===== src/design/seq_pkg.sv =====
// Purpose: constants and types for the shift and multiply sequencer
// Assumes: 16-bit data path, eight general registers
// Notes: register offsets are byte addresses on the apb slave
//
// Behaviour
// - shift count: low six bits, signed
// - load flags from source; zero count ends
// - count sign picks shift direction state
// - every shift cycle reloads flags, tests continuation
// - tests use old count; counter ends all ones
// - second word from destination number or one
// - zero pair count: extra state tests both
// - destination work register shifts alongside internally
// - pair end writes second word back only if a shift was done
// - multiplier sign extends into high product
// - setup loads operand, count fifteen, then clear
// - fifteen add-and-shift multiply cycles
// - multiplicand sign one: subtract multiplier correction
// - correction state writes high half, flags
// - final state writes low half to source or one
// - final flags from whole 32-bit product
// - branches use values at state start
// - sampled break request diverts to break service
package seq_pkg;
	localparam int          APB_ADDR_W   = 12;
	localparam int          STEP_W       = 6;
	localparam logic [11:0] CTRL_OFF     = 12'h000;
	localparam logic [11:0] STATUS_OFF   = 12'h004;
	localparam logic        CTRL_EN_RST  = 1'b1;
	localparam logic [5:0]  SC_MUL_INIT  = 6'h0F;
	localparam int          ST_STATE_LSB = 0;
	localparam int          ST_BUSY_BIT  = 4;
	localparam int          ST_CC_LSB    = 8;
	localparam int          ST_SC_LSB    = 16;

	typedef enum logic [1:0] {
		OP_ASH  = 2'b00,
		OP_PAIR = 2'b01,
		OP_MUL  = 2'b10
	} op_t;

	typedef enum logic [3:0] {
		S_IDLE      = 4'b0000,
		S_ASH_LOAD  = 4'b0001,
		S_ASH_COUNT = 4'b0010,
		S_ASH_TEST  = 4'b0011,
		S_LEFT      = 4'b0100,
		S_RIGHT     = 4'b0101,
		S_PAIR_END  = 4'b0110,
		S_MUL_SETUP = 4'b0111,
		S_MUL_CLEAR = 4'b1000,
		S_MUL_STEP  = 4'b1001,
		S_MUL_FIX   = 4'b1010,
		S_MUL_LOW   = 4'b1011
	} state_t;

	typedef struct packed {
		logic [1:0]  op;
		logic [2:0]  src_num;
		logic [2:0]  dst_num;
		logic [15:0] src_data;
		logic [15:0] dst_data;
	} dispatch_t;

	typedef struct packed {
		logic        we;
		logic [2:0]  addr;
		logic [15:0] data;
	} gr_write_t;

	typedef struct packed {
		logic n;
		logic z;
		logic v;
		logic c;
	} cc_t;
endpackage : seq_pkg


===== src/design/shift_multiply_sequencer.sv =====
// Purpose: execution sequences for single shift, pair shift and multiply
// Assumes: general register read port is combinational
// Notes: one register write per cycle, registered
//
// Design decisions made here: the APB interface to the registers and the placing of the registers.
`timescale 1ns/100ps
module shift_multiply_sequencer #(
	parameter int ADDR_W = seq_pkg::APB_ADDR_W
) (
	input  wire logic                pclk,
	input  wire logic                presetn,
	input  wire logic                psel,
	input  wire logic                penable,
	input  wire logic                pwrite,
	input  wire logic [ADDR_W-1:0]   paddr,
	input  wire logic [31:0]         pwdata,
	output logic      [31:0]         prdata,
	output logic                     pready,
	output logic                     pslverr,
	input  wire logic                start,
	input  wire seq_pkg::dispatch_t  dispatch,
	output logic      [2:0]          gr_rd_addr,
	input  wire logic [15:0]         gr_rd_data,
	output seq_pkg::gr_write_t       gr_write,
	output seq_pkg::cc_t             cc,
	output logic                     cc_load,
	input  wire logic                break_request,
	output logic                     seq_busy,
	output logic                     seq_done,
	output logic                     fetch_begun,
	output logic                     break_entry
);
	import seq_pkg::*;

	state_t            state_q;
	state_t            state_d;
	op_t               op_q;
	logic [2:0]        src_num_q;
	logic [2:0]        dst_num_q;
	logic [15:0]       operand_buffer_reg_q;
	logic [15:0]       operand_buffer_reg_d;
	logic [15:0]       dest_work_reg_q;
	logic [15:0]       dest_work_reg_d;
	logic [15:0]       source_work_reg_q;
	logic [15:0]       source_work_reg_d;
	logic [STEP_W-1:0] step_counter_q;
	logic [STEP_W-1:0] step_counter_d;
	cc_t               cc_q;
	cc_t               cc_d;
	logic              cc_load_q;
	logic              cc_load_d;
	gr_write_t         gr_write_q;
	gr_write_t         gr_write_d;
	logic              done_q;
	logic              done_d;
	logic              begun_q;
	logic              begun_d;
	logic              brk_entry_q;
	logic              brk_entry_d;
	logic              break_request_sample_q;
	logic              shifted_q;
	logic              shifted_d;
	logic              enable_q;
	logic [31:0]       prdata_q;
	logic              pslverr_q;
	logic              accept;
	logic              is_pair;
	logic [15:0]       shift_hi;
	logic [15:0]       shift_lo;
	logic              shift_out;
	logic              shift_v;
	logic [16:0]       mul_add;
	logic [16:0]       mul_sum;
	logic [16:0]       mul_fix;

	assign accept      = start && enable_q && (state_q == S_IDLE);
	assign is_pair     = (op_q == OP_PAIR);
	// second word register: destination number or one
	assign gr_rd_addr  = dst_num_q | 3'h1;
	assign pready      = 1'b1;
	assign prdata      = prdata_q;
	assign pslverr     = pslverr_q;
	assign gr_write    = gr_write_q;
	assign cc          = cc_q;
	assign cc_load     = cc_load_q;
	assign seq_busy    = (state_q != S_IDLE);
	assign seq_done    = done_q;
	assign fetch_begun = begun_q;
	assign break_entry = brk_entry_q;

	// apb slave: zero wait states, error on unmapped offsets
	always_ff @(posedge pclk or negedge presetn)
	begin
		if (!presetn)
		begin
			enable_q  <= CTRL_EN_RST;
			prdata_q  <= 32'h00000000;
			pslverr_q <= 1'b0;
		end
		else if (psel && !penable)
		begin
			prdata_q  <= 32'h00000000;
			pslverr_q <= 1'b0;
			if (paddr == ADDR_W'(CTRL_OFF))
			begin
				prdata_q[0] <= enable_q;
			end
			else if (paddr == ADDR_W'(STATUS_OFF))
			begin
				prdata_q[ST_STATE_LSB +: 4]    <= state_q;
				prdata_q[ST_BUSY_BIT]          <= seq_busy;
				prdata_q[ST_CC_LSB +: 4]       <= cc_q;
				prdata_q[ST_SC_LSB +: STEP_W]  <= step_counter_q;
			end
			else
			begin
				pslverr_q <= 1'b1;
			end
		end
		else if (psel && penable && pwrite && paddr == ADDR_W'(CTRL_OFF))
		begin
			// disabling only blocks new dispatches, never a running one
			enable_q <= pwdata[0];
		end
	end

	// shifter: positive count toward msb
	always_comb
	begin
		shift_hi  = source_work_reg_q;
		shift_lo  = dest_work_reg_q;
		shift_out = 1'b0;
		shift_v   = 1'b0;
		if (state_q == S_LEFT)
		begin
			shift_hi  = {source_work_reg_q[14:0], is_pair ? dest_work_reg_q[15] : 1'b0};
			shift_lo  = {dest_work_reg_q[14:0], 1'b0};
			shift_out = source_work_reg_q[15];
			shift_v   = source_work_reg_q[15] ^ source_work_reg_q[14];
		end
		else
		begin
			shift_hi  = {source_work_reg_q[15], source_work_reg_q[15:1]};
			shift_lo  = {source_work_reg_q[0], dest_work_reg_q[15:1]};
			shift_out = is_pair ? dest_work_reg_q[0] : source_work_reg_q[0];
		end
	end

	// multiply adder, sign-extended multiplier
	always_comb
	begin
		mul_add = dest_work_reg_q[0] ? {source_work_reg_q[15], source_work_reg_q} : 17'h00000;
		mul_sum = {operand_buffer_reg_q[15], operand_buffer_reg_q} + mul_add;
		mul_fix = {operand_buffer_reg_q[15], operand_buffer_reg_q} - mul_add;
	end

	// sequencing and datapath next values
	always_comb
	begin
		state_d              = state_q;
		operand_buffer_reg_d = operand_buffer_reg_q;
		dest_work_reg_d      = dest_work_reg_q;
		source_work_reg_d    = source_work_reg_q;
		step_counter_d       = step_counter_q;
		cc_d                 = cc_q;
		cc_load_d            = 1'b0;
		gr_write_d           = '0;
		done_d               = 1'b0;
		begun_d              = 1'b0;
		brk_entry_d          = 1'b0;
		shifted_d            = shifted_q;
		unique case (state_q)
			S_IDLE:
			begin
				if (accept)
				begin
					operand_buffer_reg_d = dispatch.dst_data;
					source_work_reg_d    = dispatch.src_data;
					shifted_d            = 1'b0;
					if (dispatch.op == OP_MUL)
						state_d = S_MUL_SETUP;
					else if (dispatch.op != 2'b11)
						state_d = S_ASH_LOAD;
				end
			end
			S_ASH_LOAD:
			begin
				dest_work_reg_d = operand_buffer_reg_q;
				state_d         = S_ASH_COUNT;
			end
			S_ASH_COUNT:
			begin
				step_counter_d = dest_work_reg_q[STEP_W-1:0];
				if (is_pair)
					dest_work_reg_d = gr_rd_data;
				state_d = S_ASH_TEST;
			end
			S_ASH_TEST:
			begin
				cc_d      = '{n: source_work_reg_q[15], z: (source_work_reg_q == 16'h0000), v: 1'b0, c: 1'b0};
				cc_load_d = 1'b1;
				if (step_counter_q == '0)
				begin
					if (is_pair)
						state_d = S_PAIR_END;
					else
					begin
						done_d  = 1'b1;
						state_d = S_IDLE;
					end
				end
				else if (step_counter_q[STEP_W-1])
				begin
					step_counter_d = step_counter_q + 1'b1;
					state_d        = S_RIGHT;
				end
				else
				begin
					step_counter_d = step_counter_q - 1'b1;
					state_d        = S_LEFT;
				end
			end
			S_LEFT, S_RIGHT:
			begin
				source_work_reg_d = shift_hi;
				if (is_pair)
					dest_work_reg_d = shift_lo;
				cc_d      = '{n: shift_hi[15], z: (shift_hi == 16'h0000), v: shift_v, c: shift_out};
				cc_load_d = 1'b1;
				if (state_q == S_LEFT)
					step_counter_d = step_counter_q - 1'b1;
				else
					step_counter_d = step_counter_q + 1'b1;
				if (step_counter_q == '0)
				begin
					step_counter_d = '1;
					shifted_d      = 1'b1;
					gr_write_d     = '{we: 1'b1, addr: src_num_q, data: shift_hi};
					if (is_pair)
						state_d = S_PAIR_END;
					else
					begin
						done_d  = 1'b1;
						state_d = S_IDLE;
					end
				end
			end
			S_PAIR_END:
			begin
				cc_d.n    = source_work_reg_q[15];
				cc_d.z    = (source_work_reg_q == 16'h0000) && (dest_work_reg_q == 16'h0000);
				cc_load_d = 1'b1;
				if (shifted_q)
					gr_write_d = '{we: 1'b1, addr: dst_num_q | 3'h1, data: dest_work_reg_q};
				done_d      = 1'b1;
				begun_d     = 1'b1;
				brk_entry_d = break_request;
				state_d     = S_IDLE;
			end
			S_MUL_SETUP:
			begin
				dest_work_reg_d = operand_buffer_reg_q;
				step_counter_d  = SC_MUL_INIT;
				state_d         = S_MUL_CLEAR;
			end
			S_MUL_CLEAR:
			begin
				operand_buffer_reg_d = 16'h0000;
				step_counter_d       = step_counter_q - 1'b1;
				state_d              = S_MUL_STEP;
			end
			S_MUL_STEP:
			begin
				operand_buffer_reg_d = mul_sum[16:1];
				dest_work_reg_d      = {mul_sum[0], dest_work_reg_q[15:1]};
				step_counter_d       = step_counter_q - 1'b1;
				if (step_counter_q == '0)
					state_d = S_MUL_FIX;
			end
			S_MUL_FIX:
			begin
				operand_buffer_reg_d = mul_fix[16:1];
				dest_work_reg_d      = {mul_fix[0], dest_work_reg_q[15:1]};
				gr_write_d = '{we: 1'b1, addr: src_num_q, data: mul_fix[16:1]};
				cc_d       = '{n: mul_fix[16], z: (mul_fix[16:1] == 16'h0000), v: 1'b0, c: 1'b0};
				cc_load_d  = 1'b1;
				state_d    = S_MUL_LOW;
			end
			S_MUL_LOW:
			begin
				// low half to source or one
				gr_write_d = '{we: 1'b1, addr: src_num_q | 3'h1, data: dest_work_reg_q};
				cc_d.n    = operand_buffer_reg_q[15];
				cc_d.z    = (operand_buffer_reg_q == 16'h0000) && (dest_work_reg_q == 16'h0000);
				cc_d.v    = 1'b0;
				cc_d.c    = (operand_buffer_reg_q != {16{dest_work_reg_q[15]}});
				cc_load_d = 1'b1;
				done_d    = 1'b1;
				brk_entry_d = break_request_sample_q;
				state_d     = S_IDLE;
			end
			default:
			begin
				state_d = S_IDLE;
			end
		endcase
	end

	// dispatch fields held for the whole sequence
	always_ff @(posedge pclk or negedge presetn)
	begin
		if (!presetn)
		begin
			op_q      <= OP_ASH;
			src_num_q <= 3'h0;
			dst_num_q <= 3'h0;
		end
		else if (accept)
		begin
			op_q      <= op_t'(dispatch.op);
			src_num_q <= dispatch.src_num;
			dst_num_q <= dispatch.dst_num;
		end
	end

	// state and working registers
	always_ff @(posedge pclk or negedge presetn)
	begin
		if (!presetn)
		begin
			state_q              <= S_IDLE;
			operand_buffer_reg_q <= 16'h0000;
			dest_work_reg_q      <= 16'h0000;
			source_work_reg_q    <= 16'h0000;
			step_counter_q       <= '0;
			shifted_q            <= 1'b0;
		end
		else
		begin
			state_q              <= state_d;
			operand_buffer_reg_q <= operand_buffer_reg_d;
			dest_work_reg_q      <= dest_work_reg_d;
			source_work_reg_q    <= source_work_reg_d;
			step_counter_q       <= step_counter_d;
			shifted_q            <= shifted_d;
		end
	end

	// multiply break request caught only in the correction state; pair shifts take break_request live in S_PAIR_END
	always_ff @(posedge pclk or negedge presetn)
	begin
		if (!presetn)
			break_request_sample_q <= 1'b0;
		else if (state_q == S_MUL_FIX)
			break_request_sample_q <= break_request;
	end

	// flags, register write and completion strobes
	always_ff @(posedge pclk or negedge presetn)
	begin
		if (!presetn)
		begin
			cc_q        <= '0;
			cc_load_q   <= 1'b0;
			gr_write_q  <= '0;
			done_q      <= 1'b0;
			begun_q     <= 1'b0;
			brk_entry_q <= 1'b0;
		end
		else
		begin
			cc_q        <= cc_d;
			cc_load_q   <= cc_load_d;
			gr_write_q  <= gr_write_d;
			done_q      <= done_d;
			begun_q     <= begun_d;
			brk_entry_q <= brk_entry_d;
		end
	end
endmodule : shift_multiply_sequencer


===== config.mk =====
export PLATFORM = sky130hd
export DESIGN_NAME = shift_multiply_sequencer
export DESIGN_NICKNAME = d
export VERILOG_FILES = /design/src/design/seq_pkg.sv /design/src/design/shift_multiply_sequencer.sv
export SDC_FILE = /design/constraint.sdc
export NUM_CORES = 1
export LEC_CHECK = 0
export BUFFER_PORTS_ARGS = -buffer_cell sky130_fd_sc_hd__buf_2
export CAP_MARGIN = 15
export CORE_ASPECT_RATIO = 2
export CORE_MARGIN = 4
export CORE_UTILIZATION = 60
export CTS_CLUSTER_SIZE = 24
export DETAILED_ROUTE_END_ITERATION = 16
export HOLD_SLACK_MARGIN = 0.15
export MAX_ROUTING_LAYER = met4
export PLACE_DENSITY = 0.87
export RECOVER_POWER = 25
export SYNTH_ARGS = -nofsm -noshare
export SYNTH_HDL_FRONTEND = slang
export SYNTH_SLANG_ARGS = --single-unit

===== constraint.sdc =====
create_clock -name pclk -period 9.4 [get_ports pclk]
set_input_delay 0.47 -clock pclk [delete_from_list [all_inputs] [get_ports pclk]]
set_output_delay 0.47 -clock pclk [all_outputs]
set_load 0.005 [all_outputs]

Word level (Yosys, flattened, before mapping)
Cells that the tools add are included.
{"block": "word_totals", "ff_bits": 113, "input_bits": 107, "wordCells": 142}
{"block": "op_classes", "muxes": 51, "add_sub_neg": 4, "eq_ne": 23, "n_reduce_logical": 38, "n_bitwise": 2}
{"op": "$mux W16", "count": 6}
{"op": "$logic_not A16 Y1", "count": 5}
{"op": "$pmux W16 S5", "count": 1}
{"op": "$pmux W20 S4", "count": 1}
{"op": "$pmux W16 S4", "count": 1}
{"op": "$mux W20", "count": 2}
{"op": "$mux W4", "count": 9}
{"op": "$mux W6", "count": 6}
{"op": "$pmux W4 S9", "count": 1}
{"op": "$pmux W16 S2", "count": 1}
{"op": "$pmux W6 S5", "count": 1}
{"op": "$add A17 B17 Y17", "count": 1}
{"op": "$mux W17", "count": 1}
{"op": "$sub A17 B17 Y17", "count": 1}
{"op": "$eq A4 B3 Y1 const B", "count": 4}
{"op": "$eq A4 B4 Y1 const B", "count": 4}
{"op": "$ne A16 B16 Y1", "count": 1}
{"op": "$reduce_bool A5 Y1", "count": 3}
{"op": "$mux W1", "count": 14}
{"op": "$ne A2 B2 Y1 const B", "count": 7}
{"op": "$eq A12 B3 Y1 const B", "count": 1}
{"op": "$logic_not A12 Y1", "count": 1}
{"op": "$pmux W2 S5", "count": 1}
{"op": "$reduce_or A2 Y1", "count": 5}
{"op": "other kinds (25)", "count": 40}

Logic depth before layout (Yosys ltp)
{"block": "logic_depth", "depth_word": 5, "ltp_mapped": 13}

Worst setup path before layout
Ideal clock, no wire load.
{"block": "synth_timing", "path_kind": "reg2reg", "from": "register dest_work_reg_q[0]", "to": "register cc_q, in the netlist cc[2]", "arrival_ps": 3088, "setup_time_ps": 104, "required_ps": 9296, "path_stages_with_launch": 14, "synth_period_minus_slack_ps": 3192, "slack_ps": 6208, "cell_sequence": "dfrtp_1 -> clkbuf_1 -> clkbuf_1 -> nand2_1 -> ha_1 -> buf_6 -> nor2b_1 -> o31a_1 -> o211ai_1 -> nand3b_1 -> a21o_1 -> mux2i_1 -> or4_4 -> o41ai_2"}
{"block": "synth_via", "elab_chain_len": 4}
{"element": "from (decl)", "line": "shift_multiply_sequencer.sv:42", "text": "logic [15:0] dest_work_reg_q;"}
{"element": "from (signal assigned)", "line": "shift_multiply_sequencer.sv:342", "text": "dest_work_reg_q <= dest_work_reg_d;"}
{"element": "$mux W17", "line": "shift_multiply_sequencer.sv:152", "text": "mul_add = dest_work_reg_q[0] ? {source_work_reg_q[15], source_work_reg_q} : 17'h00000;"}
{"element": "$sub A17 B17 Y17", "line": "shift_multiply_sequencer.sv:154", "text": "mul_fix = {operand_buffer_reg_q[15], operand_buffer_reg_q} - mul_add;"}
{"element": "$logic_not A16 Y1", "line": "shift_multiply_sequencer.sv:285", "text": "cc_d = '{n: mul_fix[16], z: (mul_fix[16:1] == 16'h0000), v: 1'b0, c: 1'b0};"}
{"element": "$pmux W2 S5 *", "line": "shift_multiply_sequencer.sv:172", "text": "unique case (state_q)"}
{"element": "to (signal assigned)", "line": "shift_multiply_sequencer.sv:363", "text": "cc_q <= '0;"}
{"element": "to (signal assigned)", "line": "shift_multiply_sequencer.sv:372", "text": "cc_q <= cc_d;"}
{"element": "to (decl)", "line": "shift_multiply_sequencer.sv:48", "text": "cc_t cc_q;"}
Mark *: on every way between the ends. The rest lies on a longest branch, timed or not.
A chain may end at the register's enable or synchronous reset.

Worst setup path in the final report
Same ends and word-level chain as after synthesis.

==> results.txt <==
----------------------------------------------------
[Floorplan]
  Num ports ... 173
  Height of the die ... ~170 um
  Die Area ... 15,200 sq um
  Standard-cell rows ... around 60
  Placeable Area ... 12,900 sq um
  Horizontal extent of the die ... 89.1 um
  Starting Density ... 61.0%

[Route]
  Total routed wirelength ... approximately 28 mm
  Iter 0 DRT Violations ... around 930
  Number of search-and-repair iterations in the first detailed-routing pass ... 9
  Via density per instance ... 7.03
  Detailed-route DRC error count ... 0
  Number of nets with antenna violations after detailed routing ... 0
  Average wire length per cell after detail routing ... approximately 24 um
  Total via count in the routed design ... 8,154

[Place]
  Area after DPL ... about 8400 sq um
  Input/output buffers ... between 100 and 150
  Final RePlAce weighted congestion ... approximately 1
  DP Wirelength ... just over 20 mm

[Power and ir drop]
  Leakage power figure ... roughly 4 nW
  Ratio of total power to cell area ... between 300 and 400 nW/um^2
  Worst supply voltage drop on vdd ... between 200 and 250 uV
  Power consumption ... between 3 and 4 mW

[Timing]
  Count of final max-slew check failures ... 51
  Number of hold violations in the final report ... 0
  Total Negative Setup Slacks ... 0 ns
  Achievable frequency ... 0.257 GHz
  Transition at the pin with the smallest max-transition slack ... between 2 and 3 ns
  Relative slew margins ... -78.0%
  Final min period ... roughly 3.9 ns
  RSZ-0062 raised after global routing ... no
  Hold slack final ... about 0.33 ns
  Final setup vio count ... 0
  Final critical-path share of the clock period ... 41.5%
  Clk_skew ... between 0.01 and 0.015 ns

[Worst setup path]
  Biggest fanout along the worst timing path ... 22
  Critical Path Most Common Cell ... sky130_fd_sc_hd__a211oi_1
  Crit path cell chain ... nand2_1 -> ha_1 -> nor2_1 -> a211oi_1 -> o21ai_0 -> a211oi_1 -> xnor2_1 -> nand4_1 -> or4_4 -> o41ai_2
  Worst R2R Start ... dest_work_reg_q[0]$_DFFE_PN0P_
  Critical Setup Path Class ... register to register
  Worst R2R End ... cc[2]$_DFFE_PN0P_
  Path depth of the worst reg2reg path ... 10
  Critical path's top delay family ... compound AO/OA/AOI/OAI gates
  R2R Setup Slk ... around 5.5 ns
  Data required time of the worst path ... between 9 and 10 ns
  Worst endpoint data arrival time ... roughly 4.2 ns
  Launching element type of the critical path ... register
  Critical-path top delay cell ... sky130_fd_sc_hd__dfrtp_1
  Critical path capture point type ... register
  Worst stage delay on the critical path ... 0.93 ns
  Number of buffer and inverter stages on the critical path ... 0

[Final layout]
  Nets ... between 1,000 and 1,500
  Number of antenna diodes ... 0
  Fill cells ... 1,095
  Final design area excluding fillers ... 8780 sq um
  Share of cells above drive strength 1 ... around 16%
  End-of-flow core utilization ... about 68%
  Post-synthesis to final-layout area growth ... 11.3%

[Worst hold path]
  Kind of path behind the tightest hold check ... primary input to register
  Cell depth of the worst hold path ... 3
  Worst min-delay path startpoint ... break_request
  Worst hold endpoint ... break_request_sample_q$_DFFE_PN0P_

[Synthesis]
  Avg Synthesized Cell Area ... ~8.6 sq um
  Yosys warning count ... 0
  Async set-or-reset flop fraction in the synthesized netlist ... 100%
  Share of the yosys chip area belonging to registers ... between 30% and 40%
  Unique cell type count in the Yosys netlist ... 73
  Gate count after technology mapping ... 921
  Synthesized area ... a little under 8000 sq um
  Number of synthesized flops with an enable pin ... 0
  Number of synthesized register bits ... approximately 110
  Most frequently used flop master after synthesis ... sky130_fd_sc_hd__dfrtp_1

[Run]
  Max Cap Viol ... 1

[Clock tree]
  Total number of clock tree sinks ... about 110
  Clock Root Buffer ... sky130_fd_sc_hd__clkbuf_16
  Insertion delay of the later-clocked pin in the worst-skew pair ... around 0.37 ns
  Clock transition time at the flip-flop clock pins of the worst setup and hold paths ... 0.08 ns
  H-tree lvl count ... 3
  Maximum clock insertion buffer count ... 2
  Clock tree from TritonCTS ... done
  Total clock buffers created by CTS ... 9

[Global route]
  Tot GR Track Use ... 38.2%
  Overflow after GRT ... 0
  Wire length of the first global-routing pass ... 42.0 mm
  Pin count of the biggest net entering global routing ... between 60 and 70
  Number of antenna violations at the first check in global routing ... 0
  Vias in the first global route ... slightly below 8,000

[Status]
  Run status ... finished, violations left
  Violations in the final reports ... capacitance limit, slew limit

----------------------------------------------------
-- per-layer routing --
metal | track usage, % | routed length, um | vias up
met1 | 39.4 | 8640 | 3793
met2 | 62.5 | 13800 | 611
met5 | - | 0 | -
li1 | - | - | 3526
met3 | 6.69 | 2820 | 224
met4 | 29.2 | 2780 | 0
-- cell type report --
type,count,area (sq um),area share [%]
multi-input cells,710,4630,52.7
flip-flops and latches,112,2800,31.9
repair buffers,135,704,8.02
clock buffers,10,239,2.72
well taps,152,190,2.17
inverters,35,131,1.50
clock inverters,6,83.8,0.955
-- per-stage QoR --
stage | cells | worst slack (ns)
2_1_floorplan | 938 | 6.21
3_3_place_gp | 1139 | 5.66
3_5_place_dp | 1139 | 5.59
4_1_cts | 1156 | 5.57
5_1_grt | 1160 | 5.35
6_report | 1160 | 5.50
-- layout by cell type (no fill, tap or decap), types with 15 or more instances in the layout --
master	count
sky130_fd_sc_hd__a21oi_1	48
sky130_fd_sc_hd__a222oi_1	15
sky130_fd_sc_hd__a22o_1	19
sky130_fd_sc_hd__a22oi_1	20
sky130_fd_sc_hd__a31oi_1	21
sky130_fd_sc_hd__buf_2	108
sky130_fd_sc_hd__conb_1	19
sky130_fd_sc_hd__dfrtp_1	111
sky130_fd_sc_hd__ha_1	35
sky130_fd_sc_hd__inv_1	35
sky130_fd_sc_hd__mux2i_1	32
sky130_fd_sc_hd__nand2_1	100
sky130_fd_sc_hd__nor2_1	90
sky130_fd_sc_hd__nor2b_1	15
sky130_fd_sc_hd__nor3_1	21
sky130_fd_sc_hd__o211ai_1	15
sky130_fd_sc_hd__o21ai_0	57
sky130_fd_sc_hd__o221ai_1	16
sky130_fd_sc_hd__xnor2_1	20
-- registers in the layout, indices dropped and copies added, names as in the netlist, 2 cells and up --
signal,cells
src_num_q,3
prdata,15
dst_num_q,2
state_q,4
op_q,2
step_counter_q,6
operand_buffer_reg_q,16
gr_write,20
cc,4
source_work_reg_q,16
dest_work_reg_q,16
-- worst register-to-register path: stages, from the launching register on --
cell,delay (ns)
sky130_fd_sc_hd__dfrtp_1,0.93
sky130_fd_sc_hd__nand2_1,0.21
sky130_fd_sc_hd__ha_1,0.48
sky130_fd_sc_hd__nor2_1,0.10
sky130_fd_sc_hd__a211oi_1,0.38
sky130_fd_sc_hd__o21ai_0,0.18
sky130_fd_sc_hd__a211oi_1,0.32
sky130_fd_sc_hd__xnor2_1,0.28
sky130_fd_sc_hd__nand4_1,0.18
sky130_fd_sc_hd__or4_4,0.46
sky130_fd_sc_hd__o41ai_2,0.26
-- synthesized netlist by cell type (all sizes together) (7+ instances only) --
cell    instances  area, sq um
a211oi          7         52.6
a21oi          49          249
a221oi          8         70.1
a222oi         15          150
a22o           19          166
a22oi          20          150
a31oi          21          131
buf            45          282
clkbuf         36          135
dfrtp         111         2780
ha             35          438
inv            35          131
mux2            8         90.1
mux2i          32          320
nand2         101          387
nand2b         15          101
nand3          11         55.1
nand4           9         56.3
nor2           92          362
nor2b          15         93.8
nor3           21          105
nor4           15         93.8
o211ai         15          113
o21ai          63          315
o221ai         16          140
o22ai          11         68.8
xnor2          20          175
-- where the power goes --
| part | total [mW] | leakage, nW | switching (mW) | internal, mW |
|---|---|---|---|---|
| Clock | 0.421 | 0.159 | 0.199 | 0.222 |
| Combinational | 1.77 | 2.37 | 1.09 | 0.677 |
| Sequential | 0.944 | 1.43 | 0.323 | 0.621 |
-- worst max path at each step --
stage | start | end | slack [ns] | cells past startpoint
finish | dest_work_reg_q[0]$_DFFE_PN0P_ | cc[2]$_DFFE_PN0P_ | 5.50 | 10
floorplan | dest_work_reg_q[0]$_DFFE_PN0P_ | cc[2]$_DFFE_PN0P_ | 6.21 | 13
global placement | dest_work_reg_q[0]$_DFFE_PN0P_ | cc[2]$_DFFE_PN0P_ | 5.66 | 10
detailed placement | dest_work_reg_q[0]$_DFFE_PN0P_ | cc[2]$_DFFE_PN0P_ | 5.59 | 10
global route | presetn | source_work_reg_q[2]$_DFFE_PN0P_ | 5.35 | 3
CTS | dest_work_reg_q[0]$_DFFE_PN0P_ | cc[2]$_DFFE_PN0P_ | 5.57 | 10
-- kinds of logic (layout without fill, tap and decap cells) --
logic type                 count (synthesis)  in the layout  synth area share, %
and+or+nand+nor                          307            307                 18.7
AOI/OAI and AO/OA                        285            285                 25.0
buffers and inverters                    116            186                 6.95
DFF                                      112            112                 35.6
muxes                                     40             40                 5.20
adders and majority gates                 37             37                 6.06
xor gates and xnor gates                  22             22                 2.44
other                                      2             19               0.0952
-- what timing repair did --
item,CTS,global route
setup buffers,0,0
endpoints found under the hold margin,4,0
hold buffers,1,0
setup endpoints to repair,0,0
resized for setup,0,0
Power figures use the tool's default switching activity.
